[config.mk]
export PLATFORM = sky130hd
export DESIGN_NAME = dcp_pin_config
export DESIGN_NICKNAME = d
export VERILOG_FILES = /design/src/hw/dcp_pkg.sv /design/src/hw/dcp_clock_halver.sv /design/src/hw/dcp_misc_reg.sv /design/src/hw/dcp_pin_config.sv
export SDC_FILE = /design/constraint.sdc
export NUM_CORES = 1
export LEC_CHECK = 0
export ABC_AREA = 1
export BUFFER_PORTS_ARGS = -buffer_cell sky130_fd_sc_hd__buf_2
export CORE_ASPECT_RATIO = 0.6
export CORE_MARGIN = 2
export CORE_UTILIZATION = 39
export CTS_BUF_LIST = sky130_fd_sc_hd__clkbuf_4
export CTS_CLUSTER_DIAMETER = 100
export DETAILED_ROUTE_END_ITERATION = 6
export PLACE_DENSITY = 0.88
export SLEW_MARGIN = 30
export SYNTH_ARGS = -nofsm -noshare
export SYNTH_HDL_FRONTEND = slang
export SYNTH_HIERARCHICAL = 1
export SYNTH_SLANG_ARGS = --single-unit
[constraint.sdc]
create_clock -name sys_clk -period 1.3 [get_ports sys_clk]
set_input_delay 0.065 -clock sys_clk [delete_from_list [all_inputs] [get_ports sys_clk]]
set_output_delay 0.065 -clock sys_clk [all_outputs]
set_load 0.05 [all_outputs]
[src/hw/dcp_pkg.sv]
package dcp_pkg;

  // ****************************************************************
  // Register map
  // ****************************************************************
  localparam logic [15:0] MISC_CONFIG_ADDR  = 16'heb46;
  localparam logic [15:0] MISC_CONFIG_RESET = 16'h0000;
  localparam int          MISC_CONFIG_WIDTH = 16;

  // ****************************************************************
  // Field positions
  // ****************************************************************
  localparam int ANALOG_PORT_SEL_BIT   = 0;
  localparam int PARALLEL_MAP_SEL_BIT  = 1;
  localparam int CLOCK_HALVING_DIS_BIT = 2;
  localparam int REGULATOR_OFF_BIT     = 3;
  localparam logic [15:0] MISC_CONFIG_MASK = 16'h000f;

  // ****************************************************************
  // Peripheral select fields and vectors
  // ****************************************************************
  localparam int FIRST_MODULE_EN_BIT  = 0;
  localparam int SECOND_MODULE_EN_BIT = 1;
  localparam int ANALOG_CHANNELS_PORT1 = 8;

  typedef enum logic [1:0] {
    DCP_VEC_DIRECT = 2'b01,
    DCP_VEC_SHARED = 2'b10
  } dcp_vec_sel_t;

endpackage

[src/hw/dcp_clock_halver.sv]
`timescale 1ns/1ps
`default_nettype none

module dcp_clock_halver (
  input  wire logic sys_clk,
  input  wire logic reset,
  input  wire logic clockHalvingDisable,
  output logic      canClockEnable
);
  import dcp_pkg::*;

  logic phase_q;
  logic phase_d;

  always_comb begin
    phase_d = ~phase_q;
  end

  always_ff @(posedge sys_clk) begin
    if (reset) begin
      phase_q <= 1'b0;
    end else begin
      phase_q <= phase_d;
    end
  end

  // Enable pulse instead of a derived clock keeps one clock tree.
  assign canClockEnable = clockHalvingDisable | phase_q;

endmodule

`default_nettype wire

[src/hw/dcp_misc_reg.sv]
`timescale 1ns/1ps
`default_nettype none

module dcp_misc_reg (
  input  wire logic                          sys_clk,
  input  wire logic                          reset,
  input  wire logic                          accessEnable,
  input  wire logic                          busSelect,
  input  wire logic                          busWrite,
  input  wire logic [15:0]                   busAddr,
  input  wire logic [15:0]                   busWriteData,
  output logic      [dcp_pkg::MISC_CONFIG_WIDTH-1:0] miscConfig,
  output logic                               hit
);
  import dcp_pkg::*;

  logic [15:0] config_q;
  logic [15:0] config_d;

  // Writes while access is closed are dropped silently.
  assign hit = busSelect & accessEnable & (busAddr == MISC_CONFIG_ADDR);

  always_comb begin
    config_d = config_q;
    if (hit && busWrite) begin
      config_d = busWriteData & MISC_CONFIG_MASK;
    end
  end

  always_ff @(posedge sys_clk) begin
    if (reset) begin
      config_q <= MISC_CONFIG_RESET;
    end else begin
      config_q <= config_d;
    end
  end

  assign miscConfig = config_q;

endmodule

`default_nettype wire

[src/hw/dcp_pin_config.sv]
// What this block does
// Select 0: second module on port4 bits 4/7, first on bits 5/6.
// Select 1 with both enables: both modules share port4 bits 5/6.
// First module disabled: second stays on bits 4/7 whatever the parallel select.
// Parallel mode feeds both receive inputs from one receive pin.
// Parallel mode transmit pin is AND of both transmit outputs.
// Parallel mode frees port4 bits 4/7 for GPIO or I2C.
// Halving-disable 0 clocks CAN modules at half CPU clock.
// Halving-disable 1 gives CAN modules the undivided CPU clock.
// Analog select 0 converts port5; 1 converts port1, eight channels.
// Regulator-off bit 1 turns regulator off on power-down entry.
// Config register accessible only with both access enables set.
// First line to vector 0 or 3; second to vector 1 or 3.
// Either CAN interrupt wakes interruptible power down without reset.
// Both transmit outputs can be open drain via port4 control.
// Peripheral select bit 0 enables first, bit 1 second module.
// Enabled I2C takes port4 bits 4/7 over the second module.
// Parallel select bit 1, halving-disable bit 2 of config register.
// Parallel condition is select AND both enables, combinational.
`timescale 1ns/1ps
`default_nettype none

module dcp_pin_config (
  input  wire logic        sys_clk,
  input  wire logic        reset,
  input  wire logic        busSelect,
  input  wire logic        busWrite,
  input  wire logic [15:0] busAddr,
  input  wire logic [15:0] busWriteData,
  output logic      [15:0] busReadData,
  output logic             busHit,
  input  wire logic [7:0]  peripheralSelect,
  input  wire logic        miscRegisterAccessEnable,
  input  wire logic        busPeripheralEnable,
  input  wire logic        i2cInterfaceEnable,
  input  wire logic [3:0]  port4OpenDrainControl,
  input  wire logic        firstModuleTransmit,
  input  wire logic        secondModuleTransmit,
  output logic             firstModuleReceive,
  output logic             secondModuleReceive,
  output logic             firstModuleEnable,
  output logic             secondModuleEnable,
  output logic             canClockEnable,
  input  wire logic [7:4]  port4In,
  output logic      [7:4]  port4Out,
  output logic      [7:4]  port4Oe,
  output logic      [7:4]  port4CanOwned,
  input  wire logic        firstModuleIrq,
  input  wire logic        secondModuleIrq,
  input  wire logic        firstIrqToShared,
  input  wire logic        secondIrqToShared,
  output logic             busInterruptVector0,
  output logic             busInterruptVector1,
  output logic             busInterruptVector3,
  input  wire logic        interruptiblePowerDown,
  input  wire logic        powerDownEntry,
  output logic             wakeRequest,
  output logic             regulatorOffInSleep,
  output logic             analogInputPortSelect,
  output logic [3:0]       analogChannelLimit
);
  import dcp_pkg::*;

  // ****************************************************************
  // Register access
  // ****************************************************************
  logic [15:0] miscConfig;
  logic        accessOpen;
  logic        regHit;

  assign accessOpen = miscRegisterAccessEnable & busPeripheralEnable;

  dcp_misc_reg u_misc_reg (
    .sys_clk      (sys_clk),
    .reset        (reset),
    .accessEnable (accessOpen),
    .busSelect    (busSelect),
    .busWrite     (busWrite),
    .busAddr      (busAddr),
    .busWriteData (busWriteData),
    .miscConfig   (miscConfig),
    .hit          (regHit)
  );

  logic [15:0] readData_q;
  logic [15:0] readData_d;

  always_comb begin
    readData_d = 16'h0000;
    if (regHit && !busWrite) begin
      readData_d = miscConfig;
    end
  end

  always_ff @(posedge sys_clk) begin
    if (reset) begin
      readData_q <= 16'h0000;
    end else begin
      readData_q <= readData_d;
    end
  end

  assign busReadData = readData_q;
  assign busHit      = regHit;

  // ****************************************************************
  // Module enables and clock
  // ****************************************************************
  logic parallelMode;
  logic secondOnUpper;

  assign firstModuleEnable  = peripheralSelect[FIRST_MODULE_EN_BIT];
  assign secondModuleEnable = peripheralSelect[SECOND_MODULE_EN_BIT];

  // Parallel mode needs both modules, so a lone second module stays put.
  assign parallelMode = miscConfig[PARALLEL_MAP_SEL_BIT]
                      & firstModuleEnable & secondModuleEnable;
  assign secondOnUpper = secondModuleEnable & ~parallelMode
                       & ~i2cInterfaceEnable;

  dcp_clock_halver u_clock_halver (
    .sys_clk             (sys_clk),
    .reset               (reset),
    .clockHalvingDisable (miscConfig[CLOCK_HALVING_DIS_BIT]),
    .canClockEnable      (canClockEnable)
  );

  // ****************************************************************
  // Pin routing
  // ****************************************************************
  logic sharedTx;
  logic firstTx;

  // A non-transmitting module sits recessive high, so AND lets the other win.
  assign sharedTx = firstModuleTransmit & secondModuleTransmit;
  assign firstTx  = parallelMode ? sharedTx : firstModuleTransmit;

  // Open drain drives only the dominant low and floats the recessive level.
  function automatic logic padEnable(input logic own, input logic od,
                                     input logic val);
    padEnable = own & (~od | ~val);
  endfunction

  always_comb begin
    port4Out      = 4'h0;
    port4CanOwned = 4'h0;
    port4Out[6]      = firstTx;
    port4CanOwned[5] = firstModuleEnable;
    port4CanOwned[6] = firstModuleEnable;
    port4Out[7]      = secondModuleTransmit;
    port4CanOwned[4] = secondOnUpper;
    port4CanOwned[7] = secondOnUpper;
  end

  always_comb begin
    port4Oe    = 4'h0;
    port4Oe[6] = padEnable(port4CanOwned[6], port4OpenDrainControl[2],
                           firstTx);
    port4Oe[7] = padEnable(port4CanOwned[7], port4OpenDrainControl[3],
                           secondModuleTransmit);
  end

  assign firstModuleReceive  = port4In[5];
  // Idle receive is recessive when the second module owns no pin.
  assign secondModuleReceive = parallelMode ? port4In[5] :
                               secondOnUpper ? port4In[4] : 1'b1;

  // ****************************************************************
  // Interrupts and power
  // ****************************************************************
  assign busInterruptVector0 = firstModuleIrq & ~firstIrqToShared;
  assign busInterruptVector1 = secondModuleIrq & ~secondIrqToShared;
  assign busInterruptVector3 = (firstModuleIrq & firstIrqToShared)
                             | (secondModuleIrq & secondIrqToShared);
  assign wakeRequest = interruptiblePowerDown
                     & (firstModuleIrq | secondModuleIrq);

  assign regulatorOffInSleep = powerDownEntry
                             & miscConfig[REGULATOR_OFF_BIT];
  assign analogInputPortSelect = miscConfig[ANALOG_PORT_SEL_BIT];
  assign analogChannelLimit = miscConfig[ANALOG_PORT_SEL_BIT]
                            ? 4'(ANALOG_CHANNELS_PORT1) : 4'h0;

endmodule

`default_nettype wire

Yosys cells after proc, flatten, opt, wreduce, memory -nomap -nowiden
Cells that the tools add are included.
{"block": "word_totals", "regBits": 9, "inputBits": 63, "wordCells": 43}
{"block": "op_classes", "eq_ne": 1, "mux": 4, "n_bitwise": 31, "n_reduce_logical": 4}
{"operator": "$and A1 B1 Y1", "n": 16}
{"operator": "$eq A16 B16 Y1 const B", "n": 1}
{"operator": "$not A1 Y1", "n": 10}
{"operator": "$or A1 B1 Y1", "n": 5}
{"operator": "$mux W4", "n": 1}
{"operator": "$mux W1", "n": 3}
{"operator": "$logic_and A1 B1 Y1", "n": 2}
{"operator": "$reduce_or A2 Y1", "n": 1}
{"operator": "$logic_not A1 Y1", "n": 1}

Longest topological paths before layout
{"block": "logic_depth", "word_depth": 7, "depth_mapped": 10, "ltp_nobuf": 10}

Hierarchy
The synthesis kept the hierarchy.
{"module": "dcp_pin_config", "n_inst": 1, "cells_each": 93, "area_per_inst_um2": 748.2}
{"module": "dcp_misc_reg", "n_inst": 1, "cells_each": 71, "area_per_inst_um2": 436.7}
{"module": "dcp_clock_halver", "n_inst": 1, "cells_each": 5, "area_per_inst_um2": 35.0}

Least setup slack after synthesis
Ideal clock, no wire load.
{"block": "synth_timing", "path_type": "input to register", "startpoint": "input miscRegisterAccessEnable", "endpoint": "register readData_q[3], in the netlist busReadData[3]", "arrival_time_ns": 1.574, "required_time_ns": 1.238, "path_slack_ns": -0.336, "cell_stages": 9, "n_path_buf": 1, "path_cell_list": "nand2_1 inv_1 nand2_1 inv_1 nand3_2 nor2_1 nand3b_4 buf_6 nor2_2"}
{"block": "synth_via", "elab_chain_len": 6}
{"item": "start: declaration", "line": "dcp_pin_config.sv:33", "source": "input wire logic miscRegisterAccessEnable,"}
{"item": "$and A1 B1 Y1", "line": "dcp_pin_config.sv:71", "source": "assign accessOpen = miscRegisterAccessEnable & busPeripheralEnable;"}
{"item": "via accessOpen", "line": "dcp_pin_config.sv:68", "source": "logic accessOpen;"}
{"item": "$and A1 B1 Y1 (2 in a row)", "line": "dcp_misc_reg.sv:21", "source": "assign hit = busSelect & accessEnable & (busAddr == MISC_CONFIG_ADDR);"}
{"item": "via busHit", "line": "dcp_pin_config.sv:31", "source": "output logic busHit,"}
{"item": "$logic_and A1 B1 Y1", "line": "dcp_pin_config.sv:90", "source": "if (regHit && !busWrite) begin"}
{"item": "$not A1 Y1 (no line)"}
{"item": "$reduce_or A2 Y1 (no line)"}
{"item": "end signal: assignment", "line": "dcp_pin_config.sv:99", "source": "readData_q <= readData_d;"}
{"item": "end: declaration", "line": "dcp_pin_config.sv:85", "source": "logic [15:0] readData_q;"}
The timed path passes the listed nets, and every way through them passes these cells.
A chain may end at the register's enable or synchronous reset.

Final worst setup path
{"block": "layout_timing", "startpoint": "register u_misc_reg.config_q[1], in the netlist u_misc_reg/miscConfig[1]", "endpoint": "output secondModuleReceive"}
{"block": "layout_via", "elab_chain_len": 7}
{"item": "start: declaration", "line": "dcp_misc_reg.sv:17", "source": "logic [15:0] config_q;"}
{"item": "start signal: assignment", "line": "dcp_misc_reg.sv:34", "source": "config_q <= config_d;"}
{"item": "$and A1 B1 Y1 (*) (2 in a row)", "line": "dcp_pin_config.sv:117", "source": "& firstModuleEnable & secondModuleEnable;"}
{"item": "$not A1 Y1", "line": "dcp_pin_config.sv:118", "source": "assign secondOnUpper = secondModuleEnable & ~parallelMode"}
{"item": "$and A1 B1 Y1", "line": "dcp_pin_config.sv:118"}
{"item": "$and A1 B1 Y1", "line": "dcp_pin_config.sv:119", "source": "& ~i2cInterfaceEnable;"}
{"item": "$mux W1", "line": "dcp_pin_config.sv:166", "source": "secondOnUpper ? port4In[4] : 1'b1;"}
{"item": "$mux W1 (*)", "line": "dcp_pin_config.sv:165", "source": "assign secondModuleReceive = parallelMode ? port4In[5] :"}
{"item": "end: declaration", "line": "dcp_pin_config.sv:40", "source": "output logic secondModuleReceive,"}
Every way passes the cells marked *; elsewhere a longest branch is shown, timed or not.

==> results.cfg <==
[sta]
grt_setup_unrepaired = yes
fin_crit_ns = 1.22
hold_viol = 0
hold_ws_ns = 0.0855
fin_skew_ns = 0.00762
fin_tns_setup_ns = 0
maxSlewViolCount = 0
finalCritPeriodShare_pct = 93.5
setup_viol = 0
clock.fmax_mhz = 823
worst_slack_ns = 0.0844

[global_route]
grt_antenna_before_repair = 0
grt_use_total_pct = 13.3
grt_pass1_vias = 918
overflow = 0
grt_max_degree = 13
grt_pass1_wl_mm = 3.70

[clocking]
cts_sinks = 21
cts-root-buf = clkbuf_4
cts.path.max_buffers = 2
cts_buffers = 3
cts_tree = yes
clk_pin_slew_ns = 0.12
post-cts-setup-buffer-count = 0
clk_latency_ns = 0.30
htreeDepth = 1

[placed_design]
routabilityCongestion = 0.816
post-place-ws_ns = 0.203
hpwl_mm = 1.88
port_buffers = 77
place_inst = 276

[yosys]
synth_edf_count = 0
yosysWarnings = 6
yosysTopAreaCellShare_pct = 34.5
yosys.area.top_type = dfxtp_1
synth_area_leaders = dfxtp_1 (34%), buf_4 (18%), inv_1 (14%)
synth_common_cells = inv_1 (45), buf_4 (29), dfxtp_1 (21), nand2_1 (21), nor2_1 (16)
synthDistinctLibCells = 22
synth-seq-area-share_pct = 34.5
ys.flop_type = dfxtp_1
netlist_instances = 169
syn_area_per_cell_um2 = 7.22
syn_area_um2 = 1220
ys_ff_latch = 21
synthArstFlopShare_pct = 0
yosys.cell_count.top_type = inv_1

[pwr]
p_int_uw = 859
powerDensity_nw_per_um2 = 806
seq_power_share_pct = 50.2
power_switching_share_pct = 33.0
p_sw_uw = 424
power_mw = 1.28
ir_drop_uv = 342
clock_power_share_pct = 23.8
pwr-share-comb_pct = 26.0
p_leak_nw = 0.900

[detailed_routing]
wire_per_inst_um = 8.34
drcViolationCount = 0
via_per_inst = 3.77
route.met2.wl_mm = 1.16
dr.max_layer_used = met3
num_vias = 1060
wl_met3_um = 210
antenna_left = 0
drt-initial-drc-count = 14
drt-met1-wl_um = 974
dr.pass1.iters = 4
drt_wl_total_mm = 2.34

[floorplanning]
start_util_pct = 41.7
die_area_um2 = 3610
die_w_um = 76.2
fp.coreArea_um2 = 2930
ios = 107
die-height_um = 47.3
row_count = 15

[setup_path]
rrSetupSlack_ns = 0.62
cp_max_fo = 5
critPathKind = register to output pin
r2r_start = u_misc_reg/miscConfig[0]
start_kind = register
reg2reg_depth = 4
arrival_ns = 1.15
crit_required_ns = 1.24
rr_endpoint = u_misc_reg/miscConfig[0]
crit_path_end_kind = output pin

[status]
status = finished clean

[hold_path]
holdPathStages = 5
hold_path_end = u_misc_reg/miscConfig[1]
hp-start = busWriteData[1]
hold_path.class = input pin to register

[layout]
num-fill-cells = 283
fin_cells = 281
antenna_cells = 0
drive_gt1_share_pct = 44.4
multi_input_area_um2 = 484
nets = 303
synthToLayoutAreaGrowth_pct = 30.5
regArea_um2 = 424

[run]
maxCapViolCount = 0
==> flip-flops by register name, indices dropped and copies added (netlist names) <==
signal                  flops
u_clock_halver/phase_q      1
busReadData                16
u_misc_reg/miscConfig       4
==> layout make-up <==
type	count	area share [%]
tap	42	3.30
clock inverter	1	0.314
clock buffer	3	1.42
timing repair buffer	79	27.0
sequential	21	26.7
multi-input combinational	89	30.4
inverter	46	10.8
==> placed cells by master, fill, tap and decap left out, types with 3 or more instances in the layout <==
master    instances
clkbuf_4          3
nor2_4            3
buf_4             3
nand3_2           3
nor2_1           15
conb_1           19
buf_2            72
nor2_2           11
nand4_1           6
dfxtp_1          20
nand2_1          21
inv_1            44
==> worst max-delay path by stage <==
stage                             startpoint                   to  slack (ns)  depth (start not counted)
CTS                 u_misc_reg/miscConfig[1]           port4Oe[7]        0.01                          4
detailed placement                busAddr[9]       busReadData[1]        0.20                          7
finish              u_misc_reg/miscConfig[1]  secondModuleReceive        0.08                          5
global route        u_misc_reg/miscConfig[1]           port4Oe[6]       -0.02                          5
floorplan                         busAddr[9]       busReadData[3]        0.14                          7
global placement                  busAddr[7]       busReadData[0]        0.23                          6
==> layer usage <==
layer  GRT usage [%]  up-vias
li1                -      582
met1            13.9      431
met2            27.3       47
met3            5.00        0
met4            1.82        0
met5               0        -
==> metrics by stage <==
step	util [%]	cell area, µm²
after floorplan	-	1290
after global placement	51.6	1510
after detailed placement	51.6	1510
after CTS	53.5	1570
after global routing	54.4	1590
final	54.4	1590
==> what timing repair did <==
action / 4_1_cts / 5_1_grt
resized for setup: 5 / 12
hold buffers: 1 / 0
setup endpoints to repair: 3 / 6
endpoints found under the hold margin: 1 / 0
pin swaps: 1 / 3
gates cloned: 0 / 0
==> cells by family after synthesis <==
| kind of cell | share of synthesized area, % |
|---|---|
| other | 0.616 |
| buffers and inverters | 32.9 |
| flip-flops | 34.5 |
| AND/OR/NAND/NOR | 29.7 |
| AO/OA/AOI/OAI | 2.26 |
==> power by group through the flow <==
stage	Sequential [mW]	Combinational, mW	Clock, mW
2_1_floorplan	0.661	0.275	0
3_3_place_gp	0.661	0.310	0
3_5_place_dp	0.661	0.315	0
4_1_cts	0.647	0.322	0.332
5_1_grt	0.645	0.357	0.362
6_report	0.644	0.333	0.305
==> worst max-delay path: stages, from the launching register on <==
cell	delay [ns]
dfxtp_4	0.37
nand2_1	0.07
nand3_2	0.10
o22ai_2	0.10
inv_1	0.06
buf_6	0.15
Note: power is estimated with default switching activity, not from simulation.
